<file path="src/sbp_defines.svh">
// offsets, field positions, reset values and timing counts of the strobed parallel port
`ifndef SBP_DEFINES_SVH
`define SBP_DEFINES_SVH
// ******************************
// register byte offsets
// ******************************
`define SBP_OFS_PORT_A 8'h00
`define SBP_OFS_PORT_B 8'h04
`define SBP_OFS_PORT_C 8'h08
`define SBP_OFS_CTRL 8'h0C
// ******************************
// control word fields
// ******************************
`define SBP_CW_MODESET 7
`define SBP_CW_A_BIDIR 6
`define SBP_CW_A_STROBED 5
`define SBP_CW_A_DIR 4
`define SBP_CW_CU_DIR 3
`define SBP_CW_B_MODE 2
`define SBP_CW_B_DIR 1
`define SBP_CW_CL_DIR 0
`define SBP_BSR_SEL_HI 3
`define SBP_BSR_SEL_LO 1
`define SBP_BSR_VAL 0
// ******************************
// port C line positions
// ******************************
`define SBP_PC_A_FULL_N 7
`define SBP_PC_A_RET 6
`define SBP_PC_A_IN_FULL 5
`define SBP_PC_A_STROBE 4
`define SBP_PC_A_IRQ 3
`define SBP_PC_B_STROBE 2
`define SBP_PC_B_FULL 1
`define SBP_PC_B_IRQ 0
`define SBP_PC_LOW_WR_MASK 8'h07
// ******************************
// reset values and bus answers
// ******************************
`define SBP_CTRL_RST 8'h9B
`define SBP_RESP_OKAY 2'h0
`define SBP_RESP_SLVERR 2'h2
// ******************************
// reset timing kept by the controlling party
// ******************************
`define SBP_CLK_NS 40
`define SBP_RST_PWR_US 50
`define SBP_RST_PWR_CYC ((`SBP_RST_PWR_US * 1000 + `SBP_CLK_NS - 1) / `SBP_CLK_NS)
`define SBP_RST_PULSE_NS 500
`define SBP_RST_PULSE_CYC ((`SBP_RST_PULSE_NS + `SBP_CLK_NS - 1) / `SBP_CLK_NS)
`endif

</file>
<file path="src/sbp_pkg.sv">
// types shared by the strobed parallel port
package sbp_pkg;
    // group A operating modes
    typedef enum logic [1:0] {
        SBP_A_BASIC = 2'b00,
        SBP_A_STROBED = 2'b01,
        SBP_A_BIDIR = 2'b10
    } sbp_amode_t;
endpackage

</file>
<file path="src/sbp_port_top.sv">
// strobed bidirectional parallel port with an AXI4-Lite register slave
`timescale 1ns/10ps
`include "sbp_defines.svh"
// Contract
// - write drops out-full, return fall raises it
// - written byte held, port A stays undriven
// - return low drives port A from latch
// - input strobe low captures port A pins
// - strobe fall sets in-full, read clears
// - two group A masks via bits 6,4
// - bidir uses port C 7..3, B uses 2..0
// - spare port C direction by bits 3,0
// - strobed groups claim their fixed port C lines
// - upper spares bit-set only, lower byte-writable
// - bit set/reset always works on port C bits 7..0
// - port C read shows live handshake status
// - status read layout per mode combination
// - control word write clears port output latches, not input latches
// - port B clear on control write is optional
// - group B never takes bidirectional mode
// - input irq on strobe rise, cleared by read
// - output irq on return rise, cleared by write
module sbp_port_top import sbp_pkg::*; #(
    parameter int AW = 8,
    parameter bit CLEAR_PORT_B = 1'b1
) (
    input wire logic mclk_i,
    input wire logic sys_rst_i,
    input wire logic [AW-1:0] s_axi_awaddr_i,
    input wire logic s_axi_awvalid_i,
    output logic s_axi_awready_o,
    input wire logic [31:0] s_axi_wdata_i,
    input wire logic [3:0] s_axi_wstrb_i,
    input wire logic s_axi_wvalid_i,
    output logic s_axi_wready_o,
    output logic [1:0] s_axi_bresp_o,
    output logic s_axi_bvalid_o,
    input wire logic s_axi_bready_i,
    input wire logic [AW-1:0] s_axi_araddr_i,
    input wire logic s_axi_arvalid_i,
    output logic s_axi_arready_o,
    output logic [31:0] s_axi_rdata_o,
    output logic [1:0] s_axi_rresp_o,
    output logic s_axi_rvalid_o,
    input wire logic s_axi_rready_i,
    input wire logic [7:0] pa_i,
    output logic [7:0] pa_o,
    output logic pa_oe_o,
    input wire logic [7:0] pb_i,
    output logic [7:0] pb_o,
    output logic pb_oe_o,
    input wire logic [7:0] pc_i,
    output logic [7:0] pc_o,
    output logic [7:0] pc_oe_o
);
    if (AW < 5) begin : g_chk
        $error("sbp_port_top: AW must be at least 5");
    end

    // ******************************
    // bus slave
    // ******************************
    logic [AW-1:0] waddr, next_waddr;
    logic [7:0] wbyte, next_wbyte;
    logic wlane, next_wlane;
    logic next_awready, next_wready, next_bvalid, next_arready, next_rvalid;
    logic [1:0] next_bresp, next_rresp;
    logic [31:0] next_rdata;
    logic wr_fire, rd_fire, wr_hit, rd_hit;
    logic [7:0] rd_val;
    logic [AW-1:0] wa, ra;

    // address and data may come in either order; one write at a time
    always_comb begin
        next_waddr = waddr;
        next_wbyte = wbyte;
        next_wlane = wlane;
        next_awready = s_axi_awready_o;
        next_wready = s_axi_wready_o;
        next_bvalid = s_axi_bvalid_o;
        next_bresp = s_axi_bresp_o;
        next_arready = s_axi_arready_o;
        next_rvalid = s_axi_rvalid_o;
        next_rdata = s_axi_rdata_o;
        next_rresp = s_axi_rresp_o;
        wa = {waddr[AW-1:2], 2'b00};
        ra = {s_axi_araddr_i[AW-1:2], 2'b00};
        wr_hit = (wa == AW'(`SBP_OFS_PORT_A)) || (wa == AW'(`SBP_OFS_PORT_B))
            || (wa == AW'(`SBP_OFS_PORT_C)) || (wa == AW'(`SBP_OFS_CTRL));
        rd_hit = (ra == AW'(`SBP_OFS_PORT_A)) || (ra == AW'(`SBP_OFS_PORT_B))
            || (ra == AW'(`SBP_OFS_PORT_C)) || (ra == AW'(`SBP_OFS_CTRL));
        wr_fire = !s_axi_awready_o && !s_axi_wready_o && !s_axi_bvalid_o;
        rd_fire = s_axi_arvalid_i && s_axi_arready_o;
        if (s_axi_awvalid_i && s_axi_awready_o) begin
            next_waddr = s_axi_awaddr_i;
            next_awready = 1'b0;
        end
        if (s_axi_wvalid_i && s_axi_wready_o) begin
            next_wbyte = s_axi_wdata_i[7:0];
            next_wlane = s_axi_wstrb_i[0];
            next_wready = 1'b0;
        end
        if (s_axi_bvalid_o && s_axi_bready_i) begin
            next_bvalid = 1'b0;
        end
        if (wr_fire) begin
            next_bvalid = 1'b1;
            next_bresp = wr_hit ? `SBP_RESP_OKAY : `SBP_RESP_SLVERR;
            next_awready = 1'b1;
            next_wready = 1'b1;
        end
        if (s_axi_rvalid_o && s_axi_rready_i) begin
            next_rvalid = 1'b0;
            next_arready = 1'b1;
        end
        if (rd_fire) begin
            next_rvalid = 1'b1;
            next_arready = 1'b0;
            next_rdata = {24'h000000, rd_val};
            next_rresp = rd_hit ? `SBP_RESP_OKAY : `SBP_RESP_SLVERR;
        end
    end

    always_ff @(posedge mclk_i or posedge sys_rst_i) begin
        if (sys_rst_i) begin
            waddr <= '0;
            wbyte <= 8'h00;
            wlane <= 1'b0;
            s_axi_awready_o <= 1'b1;
            s_axi_wready_o <= 1'b1;
            s_axi_bvalid_o <= 1'b0;
            s_axi_bresp_o <= `SBP_RESP_OKAY;
            s_axi_arready_o <= 1'b1;
            s_axi_rvalid_o <= 1'b0;
            s_axi_rdata_o <= 32'h00000000;
            s_axi_rresp_o <= `SBP_RESP_OKAY;
        end else begin
            waddr <= next_waddr;
            wbyte <= next_wbyte;
            wlane <= next_wlane;
            s_axi_awready_o <= next_awready;
            s_axi_wready_o <= next_wready;
            s_axi_bvalid_o <= next_bvalid;
            s_axi_bresp_o <= next_bresp;
            s_axi_arready_o <= next_arready;
            s_axi_rvalid_o <= next_rvalid;
            s_axi_rdata_o <= next_rdata;
            s_axi_rresp_o <= next_rresp;
        end
    end

    // ******************************
    // pin strobes
    // ******************************
    logic [7:0] pc_lvl, pc_fall, pc_rise;

    // async peripheral strobes never touch flags unsynchronised
    sbp_sync_edge #(.WIDTH(8)) u_pc_sync (
        .clk_i(mclk_i),
        .rst_i(sys_rst_i),
        .d_i(pc_i),
        .lvl_o(pc_lvl),
        .fall_o(pc_fall),
        .rise_o(pc_rise)
    );

    // ******************************
    // port state
    // ******************************
    logic [7:0] ctrl, pa_latch, pa_in_latch, pb_latch, pb_in_latch, pc_latch;
    logic grp_a_out_full_n, grp_a_in_full, irq_in_pend, irq_out_pend;
    logic output_irq_mask, input_irq_mask;
    logic grp_b_out_full_n, grp_b_in_full, grp_b_irq_pend, grp_b_irq_mask;
    logic [7:0] next_ctrl, next_pa_latch, next_pa_in_latch, next_pb_latch;
    logic [7:0] next_pb_in_latch, next_pc_latch, next_pa_o, next_pb_o, next_pc_o;
    logic [7:0] next_pc_oe, pc_rd, pc_wmask;
    logic next_a_full_n, next_a_in_full, next_irq_in, next_irq_out;
    logic next_out_mask, next_in_mask, next_b_full_n, next_b_in_full;
    logic next_b_irq, next_b_mask, next_pa_oe, next_pb_oe;
    sbp_amode_t a_mode;
    logic a_hs, b_hs, a_in_side, a_out_side, irq_a, irq_b;
    logic wr_a, wr_b, wr_c, cw_wr, bsr_wr, rd_a, rd_b;
    logic [2:0] bsr_sel;

    always_comb begin
        // group B has a one-bit mode field, so bidir is unreachable
        a_mode = ctrl[`SBP_CW_A_BIDIR] ? SBP_A_BIDIR
            : (ctrl[`SBP_CW_A_STROBED] ? SBP_A_STROBED : SBP_A_BASIC);
        b_hs = ctrl[`SBP_CW_B_MODE];
        a_hs = (a_mode != SBP_A_BASIC);
        a_in_side = (a_mode == SBP_A_BIDIR)
            || (a_mode == SBP_A_STROBED && ctrl[`SBP_CW_A_DIR]);
        a_out_side = (a_mode == SBP_A_BIDIR)
            || (a_mode == SBP_A_STROBED && !ctrl[`SBP_CW_A_DIR]);
        // single request line ORs both masked sides
        irq_a = (a_in_side && irq_in_pend && input_irq_mask)
            || (a_out_side && irq_out_pend && output_irq_mask);
        irq_b = b_hs && grp_b_irq_pend && grp_b_irq_mask;
        wr_a = wr_fire && wlane && (wa == AW'(`SBP_OFS_PORT_A));
        wr_b = wr_fire && wlane && (wa == AW'(`SBP_OFS_PORT_B));
        wr_c = wr_fire && wlane && (wa == AW'(`SBP_OFS_PORT_C));
        cw_wr = wr_fire && wlane && (wa == AW'(`SBP_OFS_CTRL)) && wbyte[`SBP_CW_MODESET];
        bsr_wr = wr_fire && wlane && (wa == AW'(`SBP_OFS_CTRL)) && !wbyte[`SBP_CW_MODESET];
        bsr_sel = wbyte[`SBP_BSR_SEL_HI:`SBP_BSR_SEL_LO];
        rd_a = rd_fire && (ra == AW'(`SBP_OFS_PORT_A));
        rd_b = rd_fire && (ra == AW'(`SBP_OFS_PORT_B));
        // spare port C lines follow the direction bits
        next_pc_oe = {{4{!ctrl[`SBP_CW_CU_DIR]}}, {4{!ctrl[`SBP_CW_CL_DIR]}}};
        next_pc_o = pc_latch;
        // claimed lines per mode
        unique case (a_mode)
            SBP_A_BASIC: begin
            end
            SBP_A_STROBED: begin
                next_pc_o[`SBP_PC_A_IRQ] = irq_a;
                next_pc_oe[`SBP_PC_A_IRQ] = 1'b1;
                if (ctrl[`SBP_CW_A_DIR]) begin
                    next_pc_o[`SBP_PC_A_IN_FULL] = grp_a_in_full;
                    next_pc_oe[`SBP_PC_A_IN_FULL] = 1'b1;
                    next_pc_oe[`SBP_PC_A_STROBE] = 1'b0;
                end else begin
                    next_pc_o[`SBP_PC_A_FULL_N] = grp_a_out_full_n;
                    next_pc_oe[`SBP_PC_A_FULL_N] = 1'b1;
                    next_pc_oe[`SBP_PC_A_RET] = 1'b0;
                end
            end
            SBP_A_BIDIR: begin
                next_pc_o[7:3] = {grp_a_out_full_n, 1'b0, grp_a_in_full, 1'b0, irq_a};
                next_pc_oe[7:3] = 5'b10101;
            end
            default: begin
            end
        endcase
        if (b_hs) begin
            next_pc_o[`SBP_PC_B_FULL] = ctrl[`SBP_CW_B_DIR] ? grp_b_in_full : grp_b_out_full_n;
            next_pc_o[`SBP_PC_B_IRQ] = irq_b;
            next_pc_oe[2:0] = 3'b011;
        end
        // live status replaces pins on handshake positions
        for (int i = 0; i < 8; i++) begin
            pc_rd[i] = next_pc_oe[i] ? pc_latch[i] : pc_i[i];
        end
        if (a_mode == SBP_A_BIDIR) begin
            pc_rd[7:3] = {grp_a_out_full_n, output_irq_mask, grp_a_in_full,
                input_irq_mask, irq_a};
        end else if (a_in_side) begin
            pc_rd[5:3] = {grp_a_in_full, input_irq_mask, irq_a};
        end else if (a_out_side) begin
            pc_rd[7:6] = {grp_a_out_full_n, output_irq_mask};
            pc_rd[3] = irq_a;
        end
        if (b_hs) begin
            pc_rd[2:0] = {grp_b_irq_mask, next_pc_o[`SBP_PC_B_FULL], irq_b};
        end
        // input data only reaches the bus during a read
        if (ra == AW'(`SBP_OFS_PORT_A)) begin
            rd_val = a_in_side ? pa_in_latch : (ctrl[`SBP_CW_A_DIR] ? pa_i : pa_latch);
        end else if (ra == AW'(`SBP_OFS_PORT_B)) begin
            rd_val = (b_hs && ctrl[`SBP_CW_B_DIR]) ? pb_in_latch
                : (ctrl[`SBP_CW_B_DIR] ? pb_i : pb_latch);
        end else if (ra == AW'(`SBP_OFS_PORT_C)) begin
            rd_val = pc_rd;
        end else if (ra == AW'(`SBP_OFS_CTRL)) begin
            rd_val = ctrl;
        end else begin
            rd_val = 8'h00;
        end
        // port A drives only while return is low in bidir
        next_pa_oe = (a_mode == SBP_A_BIDIR) ? !pc_lvl[`SBP_PC_A_RET] : !ctrl[`SBP_CW_A_DIR];
        next_pa_o = pa_latch;
        next_pb_oe = !ctrl[`SBP_CW_B_DIR];
        next_pb_o = pb_latch;
    end

    // handshake flags; hardware sets beat same-cycle read/write clears except out-full, where the write wins; mode set beats all
    always_comb begin
        next_ctrl = ctrl;
        next_pa_latch = wr_a ? wbyte : pa_latch;
        next_pb_latch = wr_b ? wbyte : pb_latch;
        // upper spares only via bit set/reset once any handshake runs
        pc_wmask = (a_hs || b_hs) ? `SBP_PC_LOW_WR_MASK : 8'hFF;
        next_pc_latch = wr_c ? ((pc_latch & ~pc_wmask) | (wbyte & pc_wmask)) : pc_latch;
        next_pa_in_latch = pa_in_latch;
        next_pb_in_latch = pb_in_latch;
        next_a_full_n = grp_a_out_full_n;
        next_a_in_full = grp_a_in_full;
        next_irq_in = irq_in_pend;
        next_irq_out = irq_out_pend;
        next_out_mask = output_irq_mask;
        next_in_mask = input_irq_mask;
        next_b_full_n = grp_b_out_full_n;
        next_b_in_full = grp_b_in_full;
        next_b_irq = grp_b_irq_pend;
        next_b_mask = grp_b_irq_mask;
        if (a_out_side) begin
            if (wr_a) next_a_full_n = 1'b0;
            else if (pc_fall[`SBP_PC_A_RET]) next_a_full_n = 1'b1;
            if (pc_rise[`SBP_PC_A_RET] && output_irq_mask) next_irq_out = 1'b1;
            else if (wr_a) next_irq_out = 1'b0;
        end
        if (a_in_side) begin
            if (pc_fall[`SBP_PC_A_STROBE]) begin
                next_pa_in_latch = pa_i;
                next_a_in_full = 1'b1;
            end else if (rd_a) begin
                next_a_in_full = 1'b0;
            end
            if (pc_rise[`SBP_PC_A_STROBE] && grp_a_in_full && input_irq_mask) begin
                next_irq_in = 1'b1;
            end else if (rd_a) begin
                next_irq_in = 1'b0;
            end
        end
        // group B shares one strobe/return line on bit 2
        if (b_hs && ctrl[`SBP_CW_B_DIR]) begin
            if (pc_fall[`SBP_PC_B_STROBE]) begin
                next_pb_in_latch = pb_i;
                next_b_in_full = 1'b1;
            end else if (rd_b) begin
                next_b_in_full = 1'b0;
            end
            if (pc_rise[`SBP_PC_B_STROBE] && grp_b_in_full && grp_b_irq_mask) next_b_irq = 1'b1;
            else if (rd_b) next_b_irq = 1'b0;
        end else if (b_hs) begin
            if (wr_b) next_b_full_n = 1'b0;
            else if (pc_fall[`SBP_PC_B_STROBE]) next_b_full_n = 1'b1;
            if (pc_rise[`SBP_PC_B_STROBE] && grp_b_irq_mask) next_b_irq = 1'b1;
            else if (wr_b) next_b_irq = 1'b0;
        end
        // single-bit commands reach every port C bit; masks sit on 6, 4 and 2
        if (bsr_wr) begin
            next_pc_latch[bsr_sel] = wbyte[`SBP_BSR_VAL];
            if (bsr_sel == 3'd6) next_out_mask = wbyte[`SBP_BSR_VAL];
            if (bsr_sel == 3'd4) next_in_mask = wbyte[`SBP_BSR_VAL];
            if (bsr_sel == 3'd2) next_b_mask = wbyte[`SBP_BSR_VAL];
        end
        // mode set clears output latches and handshake state; input capture latches keep their value
        if (cw_wr) begin
            next_ctrl = wbyte;
            next_pa_latch = 8'h00;
            next_pc_latch = 8'h00;
            next_pb_latch = CLEAR_PORT_B ? 8'h00 : pb_latch;
            next_a_full_n = 1'b1;
            next_a_in_full = 1'b0;
            next_irq_in = 1'b0;
            next_irq_out = 1'b0;
            next_out_mask = 1'b0;
            next_in_mask = 1'b0;
            next_b_full_n = 1'b1;
            next_b_in_full = 1'b0;
            next_b_irq = 1'b0;
            next_b_mask = 1'b0;
        end
    end

    // reset leaves every port an input
    always_ff @(posedge mclk_i or posedge sys_rst_i) begin
        if (sys_rst_i) begin
            ctrl <= `SBP_CTRL_RST;
            {pa_latch, pa_in_latch, pb_latch, pb_in_latch, pc_latch} <= 40'h0000000000;
            {grp_a_out_full_n, grp_b_out_full_n} <= 2'b11;
            {grp_a_in_full, irq_in_pend, irq_out_pend, output_irq_mask} <= 4'h0;
            {input_irq_mask, grp_b_in_full, grp_b_irq_pend, grp_b_irq_mask} <= 4'h0;
            {pa_o, pb_o, pc_o, pc_oe_o} <= 32'h00000000;
            {pa_oe_o, pb_oe_o} <= 2'b00;
        end else begin
            ctrl <= next_ctrl;
            {pa_latch, pa_in_latch, pb_latch} <= {next_pa_latch, next_pa_in_latch, next_pb_latch};
            {pb_in_latch, pc_latch} <= {next_pb_in_latch, next_pc_latch};
            {grp_a_out_full_n, grp_b_out_full_n} <= {next_a_full_n, next_b_full_n};
            {grp_a_in_full, irq_in_pend, irq_out_pend} <= {next_a_in_full, next_irq_in, next_irq_out};
            {output_irq_mask, input_irq_mask} <= {next_out_mask, next_in_mask};
            {grp_b_in_full, grp_b_irq_pend, grp_b_irq_mask} <= {next_b_in_full, next_b_irq, next_b_mask};
            {pa_o, pb_o, pc_o, pc_oe_o} <= {next_pa_o, next_pb_o, next_pc_o, next_pc_oe};
            {pa_oe_o, pb_oe_o} <= {next_pa_oe, next_pb_oe};
        end
    end
endmodule

</file>
<file path="src/sbp_sync_edge.sv">
// two-flop synchroniser with edge detection for a vector of pins
`timescale 1ns/10ps
module sbp_sync_edge #(
    parameter int WIDTH = 8
) (
    input wire logic clk_i,
    input wire logic rst_i,
    input wire logic [WIDTH-1:0] d_i,
    output logic [WIDTH-1:0] lvl_o,
    output logic [WIDTH-1:0] fall_o,
    output logic [WIDTH-1:0] rise_o
);
    logic [WIDTH-1:0] meta;
    logic [WIDTH-1:0] sync;
    logic [WIDTH-1:0] prev;
    logic [WIDTH-1:0] next_meta;
    logic [WIDTH-1:0] next_sync;
    logic [WIDTH-1:0] next_prev;

    if (WIDTH < 1) begin : g_chk
        $error("sbp_sync_edge: WIDTH must be at least 1");
    end

    // shift chain; meta feeds only sync
    always_comb begin
        next_meta = d_i;
        next_sync = meta;
        next_prev = sync;
    end

    // idle high: strobe lines are active low
    always_ff @(posedge clk_i or posedge rst_i) begin
        if (rst_i) begin
            meta <= '1;
            sync <= '1;
            prev <= '1;
        end else begin
            meta <= next_meta;
            sync <= next_sync;
            prev <= next_prev;
        end
    end

    // edges flagged in the same cycle the synchronised level changes
    assign lvl_o = sync;
    assign fall_o = prev & ~sync;
    assign rise_o = ~prev & sync;
endmodule

</file>
<file path="config.mk">
export PLATFORM = sky130hd
export DESIGN_NAME = sbp_port_top
export DESIGN_NICKNAME = d
export VERILOG_FILES = /design/src/sbp_pkg.sv /design/src/sbp_port_top.sv /design/src/sbp_sync_edge.sv
export VERILOG_INCLUDE_DIRS = /design/src
export SDC_FILE = /design/constraint.sdc
export NUM_CORES = 1
export LEC_CHECK = 0
export BUFFER_PORTS_ARGS = -buffer_cell sky130_fd_sc_hd__buf_2
export CORE_MARGIN = 4
export CORE_UTILIZATION = 31
export DETAILED_ROUTE_END_ITERATION = 10
export GPL_ROUTABILITY_DRIVEN = 0
export HOLD_SLACK_MARGIN = 0.03
export PLACE_DENSITY = 0.57
export SLEW_MARGIN = 0
export SYNTH_ARGS = -nofsm -noshare
export SYNTH_HDL_FRONTEND = slang
export SYNTH_HIERARCHICAL = 1
export SYNTH_SLANG_ARGS = --single-unit
</file>
<file path="constraint.sdc">
create_clock -name mclk_i -period 10.4 [get_ports mclk_i]
set_input_delay 0.52 -clock mclk_i [delete_from_list [all_inputs] [get_ports mclk_i]]
set_output_delay 0.52 -clock mclk_i [all_outputs]
set_load 0.02 [all_outputs]
</file>
==> metrics.md <==
| Metric | Value |
|---|---|
| FF-to-FF path depth | 5 |
| Placed Area | about 6600 µm² |
| Placed insts | just over 900 |
| F_max | roughly 340 MHz |
| PnR worst setup slack | between 7000 and 8000 ps |
| Dpl ws | approximately 7500 ps |
| CTS tree | done |
| Fin crit period | between 2000 and 3000 ps |
| Via count of the first global-routing pass | approximately 4.4k |
| Final wirelength | approximately 16 mm |
| Core area | ~19000 µm² |
| Starting Density | 0.3193 |
| Max-cap violations | 0 |
| # diodes | 0 |
| Pin count of the biggest net entering global routing | between 70 and 80 |
| Max-slew violation count | 0 |
| Post-CTS setup buffers | 0 |
| First DRT Iteration DRCs | approximately 310 |
| Via-to-Cell Ratio | 4.774 |
| CP Launch Type | flop |
| Antenna violations before repair | 0 |
| Post-route insts no fill | around 940 |
| Row count | 50 |
| Placed wire-length estimate | roughly 11 mm |
| Layout cells sized above 1 | 0.3035 |
| Setup TNS Final | 0 ps |
| Die ar. | about 22000 µm² |
| Tcrit/Tclk final | 0.2790 |
| Syn_area_per_cell | approximately 10 µm² |
| Crit-path max FO | 15 |
| Final instance area | a little over 7000 µm² |
| 1st-pass router iterations | 4 |
| Netlist Area Pre-Place | 6052 µm² |
| Synth Warn # | 6 |
| Clk buf depth | 2 |
| Port Buffers | 100 |
| Grt total ovfl | 0 |
| Clock Skew | 9.084 ps |
| Die Wd | between 100 and 150 µm |
| Detailed-route via count | approximately 4.5k |
| # IOs | 158 |
| Reg clk slew, reported paths | ~60 ps |
| Power per Cell Area | about 280 nW/µm² |
| Run status | finished, final reports clean |
| Critical Path AT | between 3000 and 4000 ps |
| CTS Hold Buffers Added | 0 |
| Worst Path Required | between 10000 and 15000 ps |
| CTS resizes | 0 |
| Setup crit end kind | flop |
| Total track usage | 0.1475 |
| Fin. Hold Viols | 0 |
| WL/cell | 16.92 µm |
| Die Y | around 150 µm |
| Design Power | approximately 2.1 mW |
| Worst hold-check path type | in2async |
| Final core occ | 0.3830 |
| Clock Sinks | 130 |
| Global-route wire length before repair | around 25 mm |
| Setup Crit Path Kind | reg2reg |
| Final net count | around 750 |
| Max-slew headroom | 0.2269 |
| Static leakage | about 3.3 nW |
| # setup viols final | 0 |
| Residual DRC | 0 |
| CTS buffer count | 17 |
| Worst Hold Slack | between 200 and 250 ps |
| CTS root buffer | clkbuf_16 |
| Clock Latency Late Sink | between 400 and 500 ps |
| Gate Count Post-Synth | about 590 |
| RSZ-0062 raised after global routing | false |
| H-tree Lvls | 4 |
| Tightest Pin Transition | roughly 1200 ps |
| Worst ir drop on vdd | around 0.00013 V |
| Antenna-violating nets left | 0 |
| Area Overhead vs Synth | 19.97% |
==> registers in the layout, summed over array words and instances, names as in the netlist, 3 cells and up <==
signal	cells
s_axi_rdata_o	8
u_pc_sync/prev	3
pa_in_latch	8
pb_o	8
pa_o	8
pc_o	8
next_pa_o	8
wbyte	8
pc_latch	8
waddr	6
pb_in_latch	8
pc_oe_o	7
ctrl	8
u_pc_sync/lvl_o	3
u_pc_sync/meta	3
next_pb_o	8
==> cell usage in the layout (no fill, tap or decap), drive strengths merged, types with 4 or more instances in the layout <==
cell / n
dfrtp: 111
buf: 102
nand2: 91
o21ai: 37
nor2: 34
mux2: 34
nand3: 29
conb: 26
a21oi: 26
mux2i: 20
dfstp: 19
clkbuf: 18
inv: 15
nor3: 12
nor2b: 8
clkinv: 7
and2b: 6
nor4: 6
nor4b: 5
a211oi: 5
or3: 5
nand4: 4
o22ai: 4
o211ai: 4
a31oi: 4
bufinv: 4
==> report_power, final <==
| part | switching (mW) | internal (mW) | leakage [nW] |
|---|---|---|---|
| Sequential | 0.197 | 0.690 | 1.56 |
| Combinational | 0.328 | 0.224 | 1.40 |
| Clock | 0.222 | 0.406 | 0.302 |
==> layout make-up <==
cell class,count,area (µm²)
Tap cell,260,325.3
Inverter,15,58.81
Sequential cell,130,3277
Clock buffer,18,439.2
Fill cell,1907,11700
Clock inverter,14,185.2
Multi-Input combinational cell,403,2460
Timing Repair Buffer,102,515.5
==> worst paths after layout <==
| check | end | slack, ps | startpoint |
|---|---|---|---|
| max in group asynchronous | pb_oe_o | 8830 | sys_rst_i |
| worst min register to register | u_pc_sync/lvl_o[4] | 350 | u_pc_sync/meta[4] |
| worst max register to register | grp_b_out_full_n | 7500 | waddr[2] |
| worst min-delay path | pa_o[6] | 220 | sys_rst_i |
| worst max-delay path | grp_b_out_full_n | 7500 | waddr[2] |
| min in group mclk_i | u_pc_sync/meta[2] | 220 | pc_i[2] |
==> critical path, stage by stage (launching register included) <==
cell and delay [ps]:
dfrtp_1 630, nor4b_1 490, nand4_1 410, nor2_1 1000, a21oi_1 80, a2bb2oi_1 180
==> metal layers <==
| metal | global-route usage | wire (µm) | vias to the layer above |
|---|---|---|---|
| met5 | 0 | 0 | - |
| li1 | - | - | 2172 |
| met1 | 0.2187 | 7759 | 2192 |
| met3 | 0.04047 | 910 | 9 |
| met4 | 0.03495 | 155 | 0 |
| met2 | 0.2140 | 7114 | 124 |
(Power assumes the default switching activity.)
